==> src/include/mode_rate_pkg.sv <==
// package: register map, mode codes, timing and carrier types for mode and rate control
package mode_rate_pkg;

  // ----------------------------------------------------------------
  // register indices (byte address = index * 4)
  // ----------------------------------------------------------------
  localparam logic [5:0] IDX_MODE = 6'h10;
  localparam logic [5:0] IDX_RATE = 6'h11;
  localparam logic [5:0] IDX_WINDOW = 6'h29;
  localparam logic [5:0] IDX_STATUS = 6'h30;

  localparam logic [7:0] RATE_RESET = 8'h00;
  localparam logic [7:0] COUNT_RESET = 8'h00;
  localparam logic [7:0] BURST_FOREVER = 8'hFF;

  // ----------------------------------------------------------------
  // mode select codes and field positions
  // ----------------------------------------------------------------
  localparam logic [2:0] MODE_SLEEP = 3'h0;
  localparam logic [2:0] MODE_STANDBY = 3'h1;
  localparam logic [2:0] MODE_WATCH = 3'h2;
  localparam logic [2:0] MODE_RSVD_A = 3'h3;
  localparam logic [2:0] MODE_RSVD_B = 3'h4;
  localparam logic [2:0] MODE_CONT = 3'h5;
  localparam logic [2:0] MODE_COMBINED = 3'h6;
  localparam logic [2:0] MODE_BURST = 3'h7;
  localparam int BURST_START_BIT = 7;
  localparam int AXIS_LO = 4;
  localparam int RATE_LO = 0;
  localparam int PTR_LO = 4;
  localparam logic [2:0] PTR_OFF = 3'h0;
  localparam logic [2:0] PTR_WAKE_FINE = 3'h2;
  localparam logic [2:0] PTR_WATCH_FINE = 3'h3;

  // ----------------------------------------------------------------
  // heartbeat timing
  // ----------------------------------------------------------------
  localparam int CLK_PERIOD_NS = 25;
  localparam int HB_PERIOD_NS = 1000;
  localparam int HB_CYCLES = (HB_PERIOD_NS + CLK_PERIOD_NS - 1) / CLK_PERIOD_NS;
  localparam logic [1:0] MODE_APPLY_TICKS = 2'h2;
  localparam int MODE_MAX_TICKS = 3;

  // ----------------------------------------------------------------
  // carriers
  // ----------------------------------------------------------------
  typedef struct packed {
    logic [2:0] activeMode;
    logic watchEn;
    logic samplingEn;
    logic fifoEn;
    logic [2:0] axisEn;
    logic burstRun;
    logic [3:0] rateCode;
  } ctrl_s;

  typedef struct packed {
    logic [3:0] watchCoef;
    logic [3:0] wakeCoef;
    logic [4:0] wakeFine;
    logic [4:0] watchFine;
    logic [15:0] wakeCount;
    logic [15:0] watchCount;
  } shadow_s;

  typedef struct packed {
    logic [1:0] actSync;
    logic [1:0] smpSync;
    logic actDly;
    logic smpDly;
    logic ack;
    logic [7:0] rdata;
    logic [15:0] hbCnt;
    logic [1:0] hbTicks;
    logic pending;
    logic [2:0] modeReq;
    logic [2:0] modeAct;
    logic [2:0] axisDis;
    logic [7:0] rate;
    logic [7:0] burstTotal;
    logic [7:0] burstDone;
    logic [6:0][7:0] shadow;
    ctrl_s ctrl;
  } state_s;

endpackage : mode_rate_pkg

==> src/rtl/mode_and_rate_control.sv <==
// module: accelerometer mode, axis, counted burst and wake rate control behind a wishbone slave
//
// Contract
// - mode codes: sleep, standby, watch, continuous
// - watch mode no sampling; activity enters continuous
// - mode change lands within three heartbeats
// - hardware may rewrite the mode field
// - code 110 runs watch, sampling, fifo
// - code 111 counted burst, then low power
// - bits 4..6 disable X, Y, Z
// - bit 7 starts one-shot counted burst
// - burst count 255 samples forever
// - burst count comes from window register
// - burst done returns to standby
// - rate low nibble selects output rate
// - rate codes from 0x05 rise in rate
// - rate bits 6..4 point the window
// - pointer zero leaves shadows unreached
// - seven shadows: coefs, fine picks, counts
`timescale 1ns/10ps
module mode_and_rate_control #(
  parameter int unsigned HB_CYCLES = mode_rate_pkg::HB_CYCLES
) (
  input wire logic clk,
  input wire logic arst_n,
  input wire logic wb_cyc_i,
  input wire logic wb_stb_i,
  input wire logic wb_we_i,
  input wire logic [7:0] wb_adr_i,
  input wire logic [3:0] wb_sel_i,
  input wire logic [31:0] wb_dat_i,
  output logic [31:0] wb_dat_o,
  output logic wb_ack_o,
  input wire logic activityPin,
  input wire logic sampleDonePin,
  output mode_rate_pkg::ctrl_s ctrlOut,
  output mode_rate_pkg::shadow_s shadowOut
);

  // ----------------------------------------------------------------
  // state
  // ----------------------------------------------------------------
  mode_rate_pkg::state_s st_r;
  mode_rate_pkg::state_s st_nxt;

  localparam logic [15:0] HB_LAST = 16'(HB_CYCLES - 1);

  logic busAcc;
  logic busWr;
  logic [5:0] idx;
  logic actRise;
  logic smpRise;
  logic hbTick;
  logic [2:0] ptr;
  logic [7:0] doneInc;
  logic [7:0] burstGoal;
  logic [2:0] wrMode;
  logic inStandby;

  assign idx = wb_adr_i[7:2];
  assign busAcc = wb_cyc_i & wb_stb_i & ~st_r.ack;
  assign busWr = busAcc & wb_we_i & wb_sel_i[0];
  assign actRise = st_r.actSync[1] & ~st_r.actDly;
  assign smpRise = st_r.smpSync[1] & ~st_r.smpDly;
  assign hbTick = (st_r.hbCnt == HB_LAST);
  assign ptr = st_r.rate[mode_rate_pkg::PTR_LO+2:mode_rate_pkg::PTR_LO];
  assign doneInc = st_r.burstDone + 8'h01;
  // a count of zero is taken as one sample
  assign burstGoal = (st_r.burstTotal == 8'h00) ? 8'h01 : st_r.burstTotal;
  assign wrMode = wb_dat_i[2:0];
  assign inStandby = (st_r.modeAct == mode_rate_pkg::MODE_STANDBY) & ~st_r.ctrl.burstRun;

  // ----------------------------------------------------------------
  // next state
  // ----------------------------------------------------------------
  always_comb begin
    st_nxt = st_r;
    st_nxt.actSync = {st_r.actSync[0], activityPin};
    st_nxt.smpSync = {st_r.smpSync[0], sampleDonePin};
    st_nxt.actDly = st_r.actSync[1];
    st_nxt.smpDly = st_r.smpSync[1];
    st_nxt.ack = busAcc;
    st_nxt.hbCnt = hbTick ? 16'h0000 : st_r.hbCnt + 16'h0001;

    // deferred mode change waits for heartbeat edges
    if (st_r.pending && hbTick) begin
      if (st_r.hbTicks == mode_rate_pkg::MODE_APPLY_TICKS - 2'h1) begin
        st_nxt.modeAct = st_r.modeReq;
        st_nxt.pending = 1'b0;
        st_nxt.hbTicks = 2'h0;
        st_nxt.ctrl.burstRun = 1'b0;
      end else begin
        st_nxt.hbTicks = st_r.hbTicks + 2'h1;
      end
    end

    // watch mode leaves on its own when activity is seen
    if (st_r.modeAct == mode_rate_pkg::MODE_WATCH && actRise) begin
      st_nxt.modeAct = mode_rate_pkg::MODE_CONT;
    end

    // counted burst: 255 never ends, otherwise stop at the goal
    if (st_r.ctrl.burstRun && smpRise && st_r.burstTotal != mode_rate_pkg::BURST_FOREVER) begin
      st_nxt.burstDone = doneInc;
      if (doneInc >= burstGoal) begin
        st_nxt.ctrl.burstRun = 1'b0;
        st_nxt.modeAct = mode_rate_pkg::MODE_STANDBY;
      end
    end

    // ----------------------------------------------------------------
    // register writes
    // ----------------------------------------------------------------
    if (busWr) begin
      unique case (idx)
        mode_rate_pkg::IDX_MODE: begin
          st_nxt.axisDis = wb_dat_i[mode_rate_pkg::AXIS_LO+2:mode_rate_pkg::AXIS_LO];
          // a burst asked for outside standby is ignored; of the rest of the write only the axis disables stand, the mode field is dropped
          if (wb_dat_i[mode_rate_pkg::BURST_START_BIT] || wrMode == mode_rate_pkg::MODE_BURST) begin
            if (inStandby) begin
              st_nxt.ctrl.burstRun = 1'b1;
              st_nxt.burstDone = 8'h00;
              st_nxt.modeAct = mode_rate_pkg::MODE_BURST;
              st_nxt.pending = 1'b0;
            end
          end else if (wrMode != mode_rate_pkg::MODE_RSVD_A && wrMode != mode_rate_pkg::MODE_RSVD_B) begin
            st_nxt.modeReq = wrMode;
            st_nxt.pending = 1'b1;
            st_nxt.hbTicks = 2'h0;
          end
        end
        mode_rate_pkg::IDX_RATE: begin
          st_nxt.rate = {1'b0, wb_dat_i[6:0]};
        end
        mode_rate_pkg::IDX_WINDOW: begin
          if (ptr == mode_rate_pkg::PTR_OFF) begin
            st_nxt.burstTotal = wb_dat_i[7:0];
          end else if (ptr == mode_rate_pkg::PTR_WAKE_FINE || ptr == mode_rate_pkg::PTR_WATCH_FINE) begin
            st_nxt.shadow[ptr - 3'h1] = {3'h0, wb_dat_i[4:0]};
          end else begin
            st_nxt.shadow[ptr - 3'h1] = wb_dat_i[7:0];
          end
        end
        default: begin
        end
      endcase
    end

    // ----------------------------------------------------------------
    // read data, unmapped reads answer zero
    // ----------------------------------------------------------------
    st_nxt.rdata = 8'h00;
    if (busAcc && !wb_we_i) begin
      unique case (idx)
        mode_rate_pkg::IDX_MODE: st_nxt.rdata = {st_r.ctrl.burstRun, st_r.axisDis, 1'b0, st_r.modeAct};
        mode_rate_pkg::IDX_RATE: st_nxt.rdata = st_r.rate;
        mode_rate_pkg::IDX_WINDOW: begin
          st_nxt.rdata = (ptr == mode_rate_pkg::PTR_OFF) ? st_r.burstTotal : st_r.shadow[ptr - 3'h1];
        end
        mode_rate_pkg::IDX_STATUS: st_nxt.rdata = {3'h0, st_r.ctrl.burstRun, st_r.pending, st_r.modeAct};
        default: st_nxt.rdata = 8'h00;
      endcase
    end

    // ----------------------------------------------------------------
    // block enables follow the mode about to be active
    // ----------------------------------------------------------------
    st_nxt.ctrl.activeMode = st_nxt.modeAct;
    st_nxt.ctrl.watchEn = (st_nxt.modeAct == mode_rate_pkg::MODE_WATCH) ||
                          (st_nxt.modeAct == mode_rate_pkg::MODE_COMBINED);
    st_nxt.ctrl.samplingEn = (st_nxt.modeAct == mode_rate_pkg::MODE_CONT) ||
                             (st_nxt.modeAct == mode_rate_pkg::MODE_COMBINED) ||
                             (st_nxt.modeAct == mode_rate_pkg::MODE_BURST);
    st_nxt.ctrl.fifoEn = st_nxt.ctrl.samplingEn;
    st_nxt.ctrl.axisEn = st_nxt.ctrl.samplingEn ? ~st_nxt.axisDis : 3'h0;
    // codes are passed on as written; meaning depends on the power mode kept elsewhere
    st_nxt.ctrl.rateCode = st_nxt.rate[mode_rate_pkg::RATE_LO+3:mode_rate_pkg::RATE_LO];
  end

  // ----------------------------------------------------------------
  // registers
  // ----------------------------------------------------------------
  always_ff @(posedge clk or negedge arst_n) begin
    if (!arst_n) begin
      st_r <= '0;
      st_r.modeAct <= mode_rate_pkg::MODE_SLEEP;
      st_r.modeReq <= mode_rate_pkg::MODE_SLEEP;
      st_r.rate <= mode_rate_pkg::RATE_RESET;
      st_r.burstTotal <= mode_rate_pkg::COUNT_RESET;
    end else begin
      st_r <= st_nxt;
    end
  end

  assign wb_ack_o = st_r.ack;
  assign wb_dat_o = {24'h00_0000, st_r.rdata};
  assign ctrlOut = st_r.ctrl;
  assign shadowOut.watchCoef = st_r.shadow[0][7:4];
  assign shadowOut.wakeCoef = st_r.shadow[0][3:0];
  assign shadowOut.wakeFine = st_r.shadow[1][4:0];
  assign shadowOut.watchFine = st_r.shadow[2][4:0];
  assign shadowOut.wakeCount = {st_r.shadow[4], st_r.shadow[3]};
  assign shadowOut.watchCount = {st_r.shadow[6], st_r.shadow[5]};

  // ----------------------------------------------------------------
  // checks
  // ----------------------------------------------------------------
  localparam int HbCyc = int'(HB_CYCLES);
  // a queued mode lands by the second heartbeat tick; three periods leave margin
  localparam int ApplyMax = 3 * HbCyc + 2;

  // mode change latency stays within three heartbeat periods
  logic [15:0] pendAge;
  always_ff @(posedge clk or negedge arst_n) begin
    if (!arst_n) begin
      pendAge <= 16'h0000;
    end else begin
      pendAge <= (st_r.pending && !(busWr && idx == mode_rate_pkg::IDX_MODE)) ? pendAge + 16'h0001 : 16'h0000;
    end
  end
endmodule : mode_and_rate_control

==> config.mk <==
export PLATFORM = sky130hd
export DESIGN_NAME = mode_and_rate_control
export DESIGN_NICKNAME = d
export VERILOG_FILES = /design/src/include/mode_rate_pkg.sv /design/src/rtl/mode_and_rate_control.sv
export SDC_FILE = /design/constraint.sdc
export NUM_CORES = 1
export LEC_CHECK = 0
export BUFFER_PORTS_ARGS = -buffer_cell sky130_fd_sc_hd__clkbuf_2
export CORE_MARGIN = 4
export CORE_UTILIZATION = 50
export CTS_BUF_LIST = sky130_fd_sc_hd__clkbuf_4 sky130_fd_sc_hd__clkbuf_8
export CTS_CLUSTER_DIAMETER = 100
export DETAILED_ROUTE_END_ITERATION = 6
export HOLD_SLACK_MARGIN = 0.15
export MAX_ROUTING_LAYER = met4
export PLACE_DENSITY = 0.85
export SLEW_MARGIN = 5
export SYNTH_ARGS = -nofsm -noshare
export SYNTH_HDL_FRONTEND = slang
export SYNTH_SLANG_ARGS = --single-unit
==> constraint.sdc <==
create_clock -name clk -period 8.1 [get_ports clk]
set_input_delay 0.81 -clock clk [delete_from_list [all_inputs] [get_ports clk]]
set_output_delay 0.81 -clock clk [all_outputs]
set_load 0.02 [all_outputs]
* After elaboration in Yosys (flattened, before gate mapping)
Cells that the tools add are included.
** Storage, ports and cells
- Register bits after elaboration :: 128
- Latch bits :: 0
- RAM bits :: 0
- Memory bits (read-only) :: 0
- Bits of input ports :: 51
- Output and inout port bits :: 97
- Memories :: 0
** Cells by class
- Add/subtract/negate cells :: 4
- $mul :: 0
- Div/mod/pow operators :: 0
- Order comparisons :: 3
- Equality and inequality tests :: 18
- Shift operators :: 0
- Muxes and demuxes :: 47
- Bitwise gates (word level) :: 14
- Reductions and logical operators :: 19
** Operator list (number)
- two-way mux 56 bit :: 3
- bitwise mux 56 bit :: 2
- two-way mux 92 bit :: 1
- two-way mux 8 bit :: 11
- case mux 8 bit (4 select lines) :: 1
- two-way mux 3 bit :: 10
- binary-select mux 8 bit (select 3 bit) :: 1
- demux 8 bit (select 3 bit) :: 1
- adder 16 x 1 -> 16 bit (second input constant) :: 1
- == test 16 x 6 -> 1 bit (second input constant) :: 1
- two-way mux 16 bit :: 1
- == test 3 x 2 -> 1 bit (second input constant) :: 4
- == test 3 bit (second input constant) :: 4
- == test 6 x 5 -> 1 bit (second input constant) :: 2
- == test 6 bit (second input constant) :: 2
- two-way mux 12 bit :: 1
- two-way mux 1 bit :: 11
- adder 8 x 1 -> 8 bit (second input constant) :: 1
- greater-or-equal comparator 8 bit :: 1
- logical NOT 8 bit :: 1
- != test 8 bit (second input constant) :: 1
- bitwise AND 1 bit :: 7
- logical AND 1 bit :: 7
- two-way mux 7 bit :: 1
- 18 further kinds :: 29

* Longest topological paths before layout
Gate-level depths: netlist of run 1.
- Depth after elaboration :: 14
- Gate-level depth with buffers :: 11
- Gate-level depth less buffers :: 10

* Least setup slack after synthesis of run 1
No wires, ideal clock.
- Path kind :: reg-to-reg
- Start point :: register st_r[70] (netlist name)
- End point :: register st_r, in the netlist ctrlOut[10]
- Data arrival time :: 2.564 ns
- Data required time :: 8.023 ns
- Path slack :: 5.458 ns
- Cell stages (with the launch flop) :: 11
- Buffers on the path :: 0
- Clock period less this slack :: 2.642 ns
- Path through :: dfrtp_1 > ha_1 > and3_1 > and3_1 > xor2_1 > ha_1 > a41oi_1 > o21ai_0 > o21ai_0 > or3b_4 > a21oi_1
** RTL lines
- start, declared :: line mode_and_rate_control.sv:43 : mode_rate_pkg::state_s st_r;
- start signal, assigned :: line mode_and_rate_control.sv:191 : st_r <= st_nxt;

* Final worst setup path of run 1
- Start point :: register st_r, in the netlist ptr[0]
- End point :: register st_r, in the netlist shadowOut[4]
** Between the ends
- Cells in the longest elaborated chain, start to end :: 7
** Ends and longest elaborated chain
- subtractor 3 x 1 -> 3 bit :: line mode_and_rate_control.sv:139, mode_and_rate_control.sv:141
- less-than comparator 3 x 4 -> 1 bit (implied by the code) or greater-or-equal comparator 3 x 1 -> 1 bit (tied branches) :: line mode_and_rate_control.sv:139, mode_and_rate_control.sv:141
- logical AND 1 bit (implied by the code) :: line mode_and_rate_control.sv:139, mode_and_rate_control.sv:141
- two-way mux 8 bit (implied by the code) :: line mode_and_rate_control.sv:139, mode_and_rate_control.sv:141
- demux 8 bit (select 3 bit) :: line mode_and_rate_control.sv:139, mode_and_rate_control.sv:141
- bitwise mux 56 bit, on equally long branches :: line mode_and_rate_control.sv:141, mode_and_rate_control.sv:139
- two-way mux 56 bit :: line mode_and_rate_control.sv:138 : end else if (ptr == mode_rate_pkg::PTR_WAKE_FINE || ptr == mode_rate_pkg::PTR_WATCH_FINE) begin
Several ways; a longest one is shown, not always the timed one.
A chain may end at the register's enable or synchronous reset.

==> flow_summary.ini, run 1 <==
[status]
status = completed

[timing]
totalNegativeSetupSlack_ns = 0
timing.slew.headroom_pct = 30.0
setup_viol = 0
post-route-period-util_pct = 53.1
finalClockSkew_ns = 0.0106
rsz0062_at_grt = false
timing_max_transition_violations_final = 0
timing.fmax_ghz = 0.233
tightest_slew_ns = 1.04
final_critical_path_setup_slack_ns = 3.80
hold_viol_final = 0
final.min_clock_period_ns = 4.30

[yosys]
synthTopCellsByCount = dfrtp_1 (128), buf_4 (98), nand2_1 (65), o21ai_0 (47), mux2_2 (38)
post_synth_and_or_nand_nor_area_fraction_pct = 14.4
syn_avg_cell_area_sq_um = 10.5
synthDistinctLibCells = 69
synth-compound-area-share_pct = 9.16
synth_xor_area_share_pct = 3.79
share_of_synthesized_area_spent_on_multiplexers_pct = 9.95
netlist_area_sq_mm = 0.00693
netlist.top_cell.by_area = dfrtp_1
seq_area_frac_synth_pct = 46.2
synthDominantCellAreaShare_pct = 46.2
postSynth.asyncResetShare_pct = 100
ys_ff_latch = 128
most_area_consuming_cells_after_synthesis = dfrtp_1 (46%), buf_4 (11%), mux2_2 (6.2%)
synth_top_family_by_area = simple AND/OR/NAND/NOR gates
post_synth_inst_count = 657
synth_enable_flop_cells = 0
post_synth_fa_ha_maj_area_fraction_pct = 2.53
postSynth.topFlopCell = dfrtp_1
yosysMostFrequentCell = dfrtp_1
yosys_warnings = 0

[clocking]
post_cts_buffers = 0
clk_latency_ns = 0.43
clock_tree_from_tritoncts = yes
ctsLongestPathBuffers = 2
cts.reportedPaths.clkPinSlew_ns = 0.08
cts_sinks = 128
hold_buffers = 0
clk_root_buffer_cell = clkbuf_8
cts_repair_resize_count = 0
cts-buffers-inserted = 17
htree_levels = 4

[place]
placement.setup.worst_slack_ns = 3.97
port_buffers = 94
placed_area_sq_mm = 0.00686
gp_congestion = 0.968
dpl.hpwl_um = 11000

[global_route]
grt_pass1_vias = 4757
grt_start_max_net_pins = 85
antenna_found_initial = 0
globalRouteOverflowTotal = 0
grt_first_pass_wirelength_um = 24400
gr-usage-all-layers_pct = 20.0

[drt]
routed_via_density = 5.62
drtAntennaViolNets = 0
drt_first_pass_iters = 5
finalWirelength_um = 15300
post-route-drc-count = 0
initialDrtViolationCount = 453
detail_route.wl_per_cell_um = 17.8
routed-via-count = 4852

[cells_and_area]
antennaDiodeCount = 0
num-nets-final = 740
final_area_sq_mm = 0.00728
layout-area-overhead-vs-synth_pct = 5.09
final_layout_size_suffix_gt1_share_pct = 28.5

[floorplan]
core_area_sq_mm = 0.0134
die_w_um = 126
top_level_i_o_count = 148
initial_core_util_pct = 51.7
chipHeight_um = 126
die_area_sq_mm = 0.0158
placement_rows = 42

[run]
drv.max_cap_violation_count = 0

[setup_path]
path_cells = clkinv_1 -> ha_1 -> nor2b_1 -> nand4_1 -> mux2_2
rr_worst_depth = 5
worst_ep_required_time_ns = 8.41
cp_slowest_stage_delay_ns = 1.12
ws_path_type = reg -> reg
critical_path_peak_fanout = 33
cp-start-kind = flop
timing.critical_path.slowest_stage_cell = ha_1
critical_path_arrival_ns = 4.61
critical_path_capture_point_type = flop
timing.reg2reg.setup_slack_ns = 3.80

[worst_hold_path]
holdCritPathClass = in -> async

[pwr]
power.static_leakage_nw = 3.54
power_per_cell_area_mw_per_mm2 = 203
worst_ir_drop_vdd_mv = 0.136
==> cell type report <==
class | instances | area [sq um]
fillers | 1159 | 6120
flip-flops and latches | 128 | 3200
multi-input cells | 412 | 2860
repair buffers | 99 | 510
clock buffers | 22 | 290
well taps | 176 | 220
clock inverters | 10 | 134
inverters | 17 | 63.8
==> placed cells by master, fill, tap and decap left out, types with 13 or more instances in the layout <==
cell	n
dfrtp_1	128
clkbuf_2	93
nand2_1	65
o21ai_0	47
mux2_2	38
nor2_1	27
conb_1	24
clkbuf_8	20
nand3_1	18
inv_1	16
xor2_1	16
ha_1	14
xnor2_1	13
a21oi_1	13
mux2i_1	13
==> path summary, 6_finish.rpt <==
kind	from	to
max	ptr[0]$_DFFE_PN0P_	shadowOut[4]$_DFFE_PN0P_
min	arst_n	shadowOut[3]$_DFFE_PN0P_
max reg2reg	ptr[0]$_DFFE_PN0P_	shadowOut[4]$_DFFE_PN0P_
min reg2reg	st_nxt[136]$_DFF_PN0_	st_nxt[132]$_DFF_PN0_
max in group asynchronous	arst_n	st_r[105]$_DFF_PN0_
min in group clk	st_nxt[136]$_DFF_PN0_	st_nxt[132]$_DFF_PN0_
==> worst max-delay path: cells and delay by family, from the launching register on <==
kind	cells	cell delay, ns
and+or+nand+nor	2	0.97
muxes	1	0.51
DFF	1	0.97
buffers and inverters	1	0.61
adders and majority gates	1	1.12
==> logic make-up (layout without fill, tap and decap cells) <==
family,count (synthesis),count (layout)
mux,61,61
xor+xnor,30,30
compound gates,101,101
buf+inv,140,148
simple gates,182,182
fa+ha+maj,14,14
other cells,1,24
flops,128,128
==> metrics by stage <==
stage / cells / hold slack [ns] / util (%) / total power [mW]
floorplan: 680 / 0.331 / - / 0.859
global placement: 832 / 0.334 / 51.2 / 0.898
detailed placement: 832 / 0.336 / 51.2 / 0.908
CTS: 864 / 0.353 / 54.3 / 1.49
global route: 864 / 0.363 / 54.3 / 1.55
finish: 864 / 0.349 / 54.3 / 1.48
==> where the power goes <==
| group | switching (mW) | internal (mW) | leakage (nW) |
|---|---|---|---|
| clock network | 0.245 | 0.334 | 0.215 |
| logic | 0.119 | 0.0808 | 1.61 |
| registers | 0.0350 | 0.665 | 1.72 |
| total | 0.399 | 1.08 | 3.54 |
==> routing by layer <==
metal	wire length (um)	track usage [%]	part of all wire (%)
met1	6400	25.3	42
met2	7400	30.6	48
met3	1060	5.00	6.9
met4	484	8.55	3.2
met5	0	-	0
Note: power is estimated with default switching activity, not from simulation.
==> inputs of run 2 (changes only) <==
==> constraint.sdc (replaced) <==
create_clock -name clk -period 4 [get_ports clk]
set_input_delay 0.4 -clock clk [delete_from_list [all_inputs] [get_ports clk]]
set_output_delay 0.4 -clock clk [all_outputs]
set_load 0.02 [all_outputs]
==> run 2 against run 1 <==
Net effect:
- critical path depth up 2
- final cell count is 0.35% higher
- flip-flop and latch count is the same
- wire length about the same
- count of clock-buffer cells in the layout grew 1
- global-route usage increased by 0.42 points
- non-clock buffer count is 3 higher
- worst setup slack worse by 3.2 ns
- worst hold slack worse by 0.23 ns
- largest cell class unchanged
- highest routed layer unchanged
==> flow_summary.ini, run 2 (synthesis gave the netlist of run 1 again) <==
[clocking]
cts.reportedPaths.clkPinSlew_ns = 0.08
post_cts_buffers = 0
htree_levels = 4
clk_latency_ns = 0.46
ctsLongestPathBuffers = 2
clk_root_buffer_cell = clkbuf_8
cts_sinks = 128
cts-buffers-inserted = 17
clock_tree_from_tritoncts = yes

[timing]
setup_viol = 0
timing_max_transition_violations_final = 0
timing.slew.headroom_pct = 24.4
post-route-period-util_pct = 84.7
rsz0062_at_grt = false
timing.fmax_ghz = 0.295
totalNegativeSetupSlack_ns = 0
finalClockSkew_ns = 0.0101
final_critical_path_setup_slack_ns = 0.613
hold_viol_final = 0
final.min_clock_period_ns = 3.39
tightest_slew_ns = 1.12

[place]
placement.setup.worst_slack_ns = 0.692
gp_congestion = 0.936
dpl.hpwl_um = 11000
port_buffers = 94

[global_route]
grtUsageMet3_pct = 6.05
globalRouteOverflowTotal = 0
grt_most_used_layer = met2
grt_first_pass_wirelength_um = 24800
grt_start_max_net_pins = 84
grt_util_met2_pct = 31.2
antenna_found_initial = 0
grt_pass1_vias = 4767
grt.met1_usage_pct = 25.5
gr-usage-all-layers_pct = 20.4

[cells_and_area]
layout_common_cells = dfrtp_1 (128), clkbuf_2 (93), nand2_1 (65)
antennaDiodeCount = 0
multiInputGateArea_sq_mm = 0.00286
num-nets-final = 743
most_common_library_cell_in_the_layout_ignoring_fill_and_taps = dfrtp_1
n_fill_cell = 1138
layout-area-overhead-vs-synth_pct = 5.82
final_layout_size_suffix_gt1_share_pct = 28.5
register_area_sq_mm = 0.00320

[drt]
initialDrtViolationCount = 370
drt_first_pass_iters = 5
post-route-drc-count = 0
drtAntennaViolNets = 0
detail_route.wl_per_cell_um = 17.7
routed-via-count = 4804
finalWirelength_um = 15300
routed_via_density = 5.54

[floorplan]
initial_core_util_pct = 51.7
top_level_i_o_count = 148
die_area_sq_mm = 0.0158
core_area_sq_mm = 0.0134
chipHeight_um = 126
placement_rows = 42
die_w_um = 126

[setup_path]
cp_slowest_stage_delay_ns = 0.76
critical_path_capture_point_type = flop
timing.critical_path.slowest_stage_cell = nor3_1
worst_ep_required_time_ns = 4.35
critical_path_arrival_ns = 3.73
path_cells = clkinv_1 -> ha_1 -> xor2_2 -> buf_4 -> nor3_1 -> nand3_1 -> mux2_2
rr_worst_depth = 7
critical_path_peak_fanout = 20
ws_path_type = reg -> reg
cp-start-kind = flop

[pwr]
finalPower_mw = 3.02
seq_power_share_pct = 46.8
net-switching-power_uw = 820
comb_power_share_pct = 13.4
intPower_mw = 2.21
power.static_leakage_nw = 3.56
power_per_cell_area_mw_per_mm2 = 413
pwr-share-clk_pct = 39.8
worst_ir_drop_vdd_mv = 0.239
switching_share_pct = 27.1

[worst_hold_path]
holdCritPathClass = in -> async

[run]
drv.max_cap_violation_count = 0

[status]
status = completed
run 2: cell types whose count changed in the layout (fill, tap and decap cells not counted):
cell	change
buf_12	+1
clkbuf_8	+1
clkinv_2	-2
clkinv_4	-1
clkinvlp_4	+2
dlygate4sd3_1	+2
run 2: worst max-delay path: cells and delay by family (launching register included):
| kind | cells | cell delay (ns) |
|---|---|---|
| simple gates | 2 | 1.36 |
| fa+ha+maj | 1 | 0.43 |
| mux | 1 | 0.45 |
| buf+inv | 2 | 0.49 |
| flops | 1 | 0.35 |
| xor+xnor | 1 | 0.17 |
run 2: worst paths after layout:
kind	startpoint	end	slack, ns
max in group asynchronous	arst_n	st_nxt[136]$_DFF_PN0_	3.06
hold reg to reg	st_nxt[136]$_DFF_PN0_	st_nxt[132]$_DFF_PN0_	0.35
setup reg to reg	ptr[0]$_DFFE_PN0P_	shadowOut[20]$_DFFE_PN0P_	0.61
setup / recovery	ptr[0]$_DFFE_PN0P_	shadowOut[20]$_DFFE_PN0P_	0.61
min in group clk	wb_dat_i[2]	st_r[88]$_DFFE_PN0P_	0.22
hold / removal	arst_n	asynchronous set/reset pin	0.12
run 2: what timing repair did:
action	in CTS	in global routing
hold buffers	2	0
endpoints found under the hold margin	2	0
gates resized for setup	0	0
run 2: layer usage:
metal  vias to the layer above  wire length [um]  share of wire, %
met5                         -                 0                 0
met4                         0               382               2.5
met3                        30              1080               7.0
met2                       175              7350                48
met1                      2378              6540                43
li1                       2221                 -                 -
run 2: cell type report:
cell class,count,area share (%)
Sequential cell,128,43.7
Tap cell,176,3.00
Inverter,17,0.871
Clock buffer,23,4.15
Timing Repair Buffer,102,7.51
Multi-Input combinational cell,412,39.0
Clock inverter,9,1.78
run 2: power groups by stage:
stage	Clock [mW]	Sequential, mW	Combinational [mW]
CTS	1.22	1.41	0.406
floorplan	0	1.42	0.322
finish	1.21	1.41	0.405
global placement	0	1.43	0.386
global route	1.28	1.42	0.458
detailed placement	0	1.44	0.402
run 2: per-stage QoR:
stage	hold slack, ns	instance area (sq um)	utilization, %	std cells
after CTS	0.158	7330	54.7	867
after global placement	0.335	6880	51.3	833
after floorplan	0.104	7010	-	680
after detailed placement	0.335	6880	51.3	833
final	0.117	7330	54.7	867
after global routing	0.206	7330	54.7	867
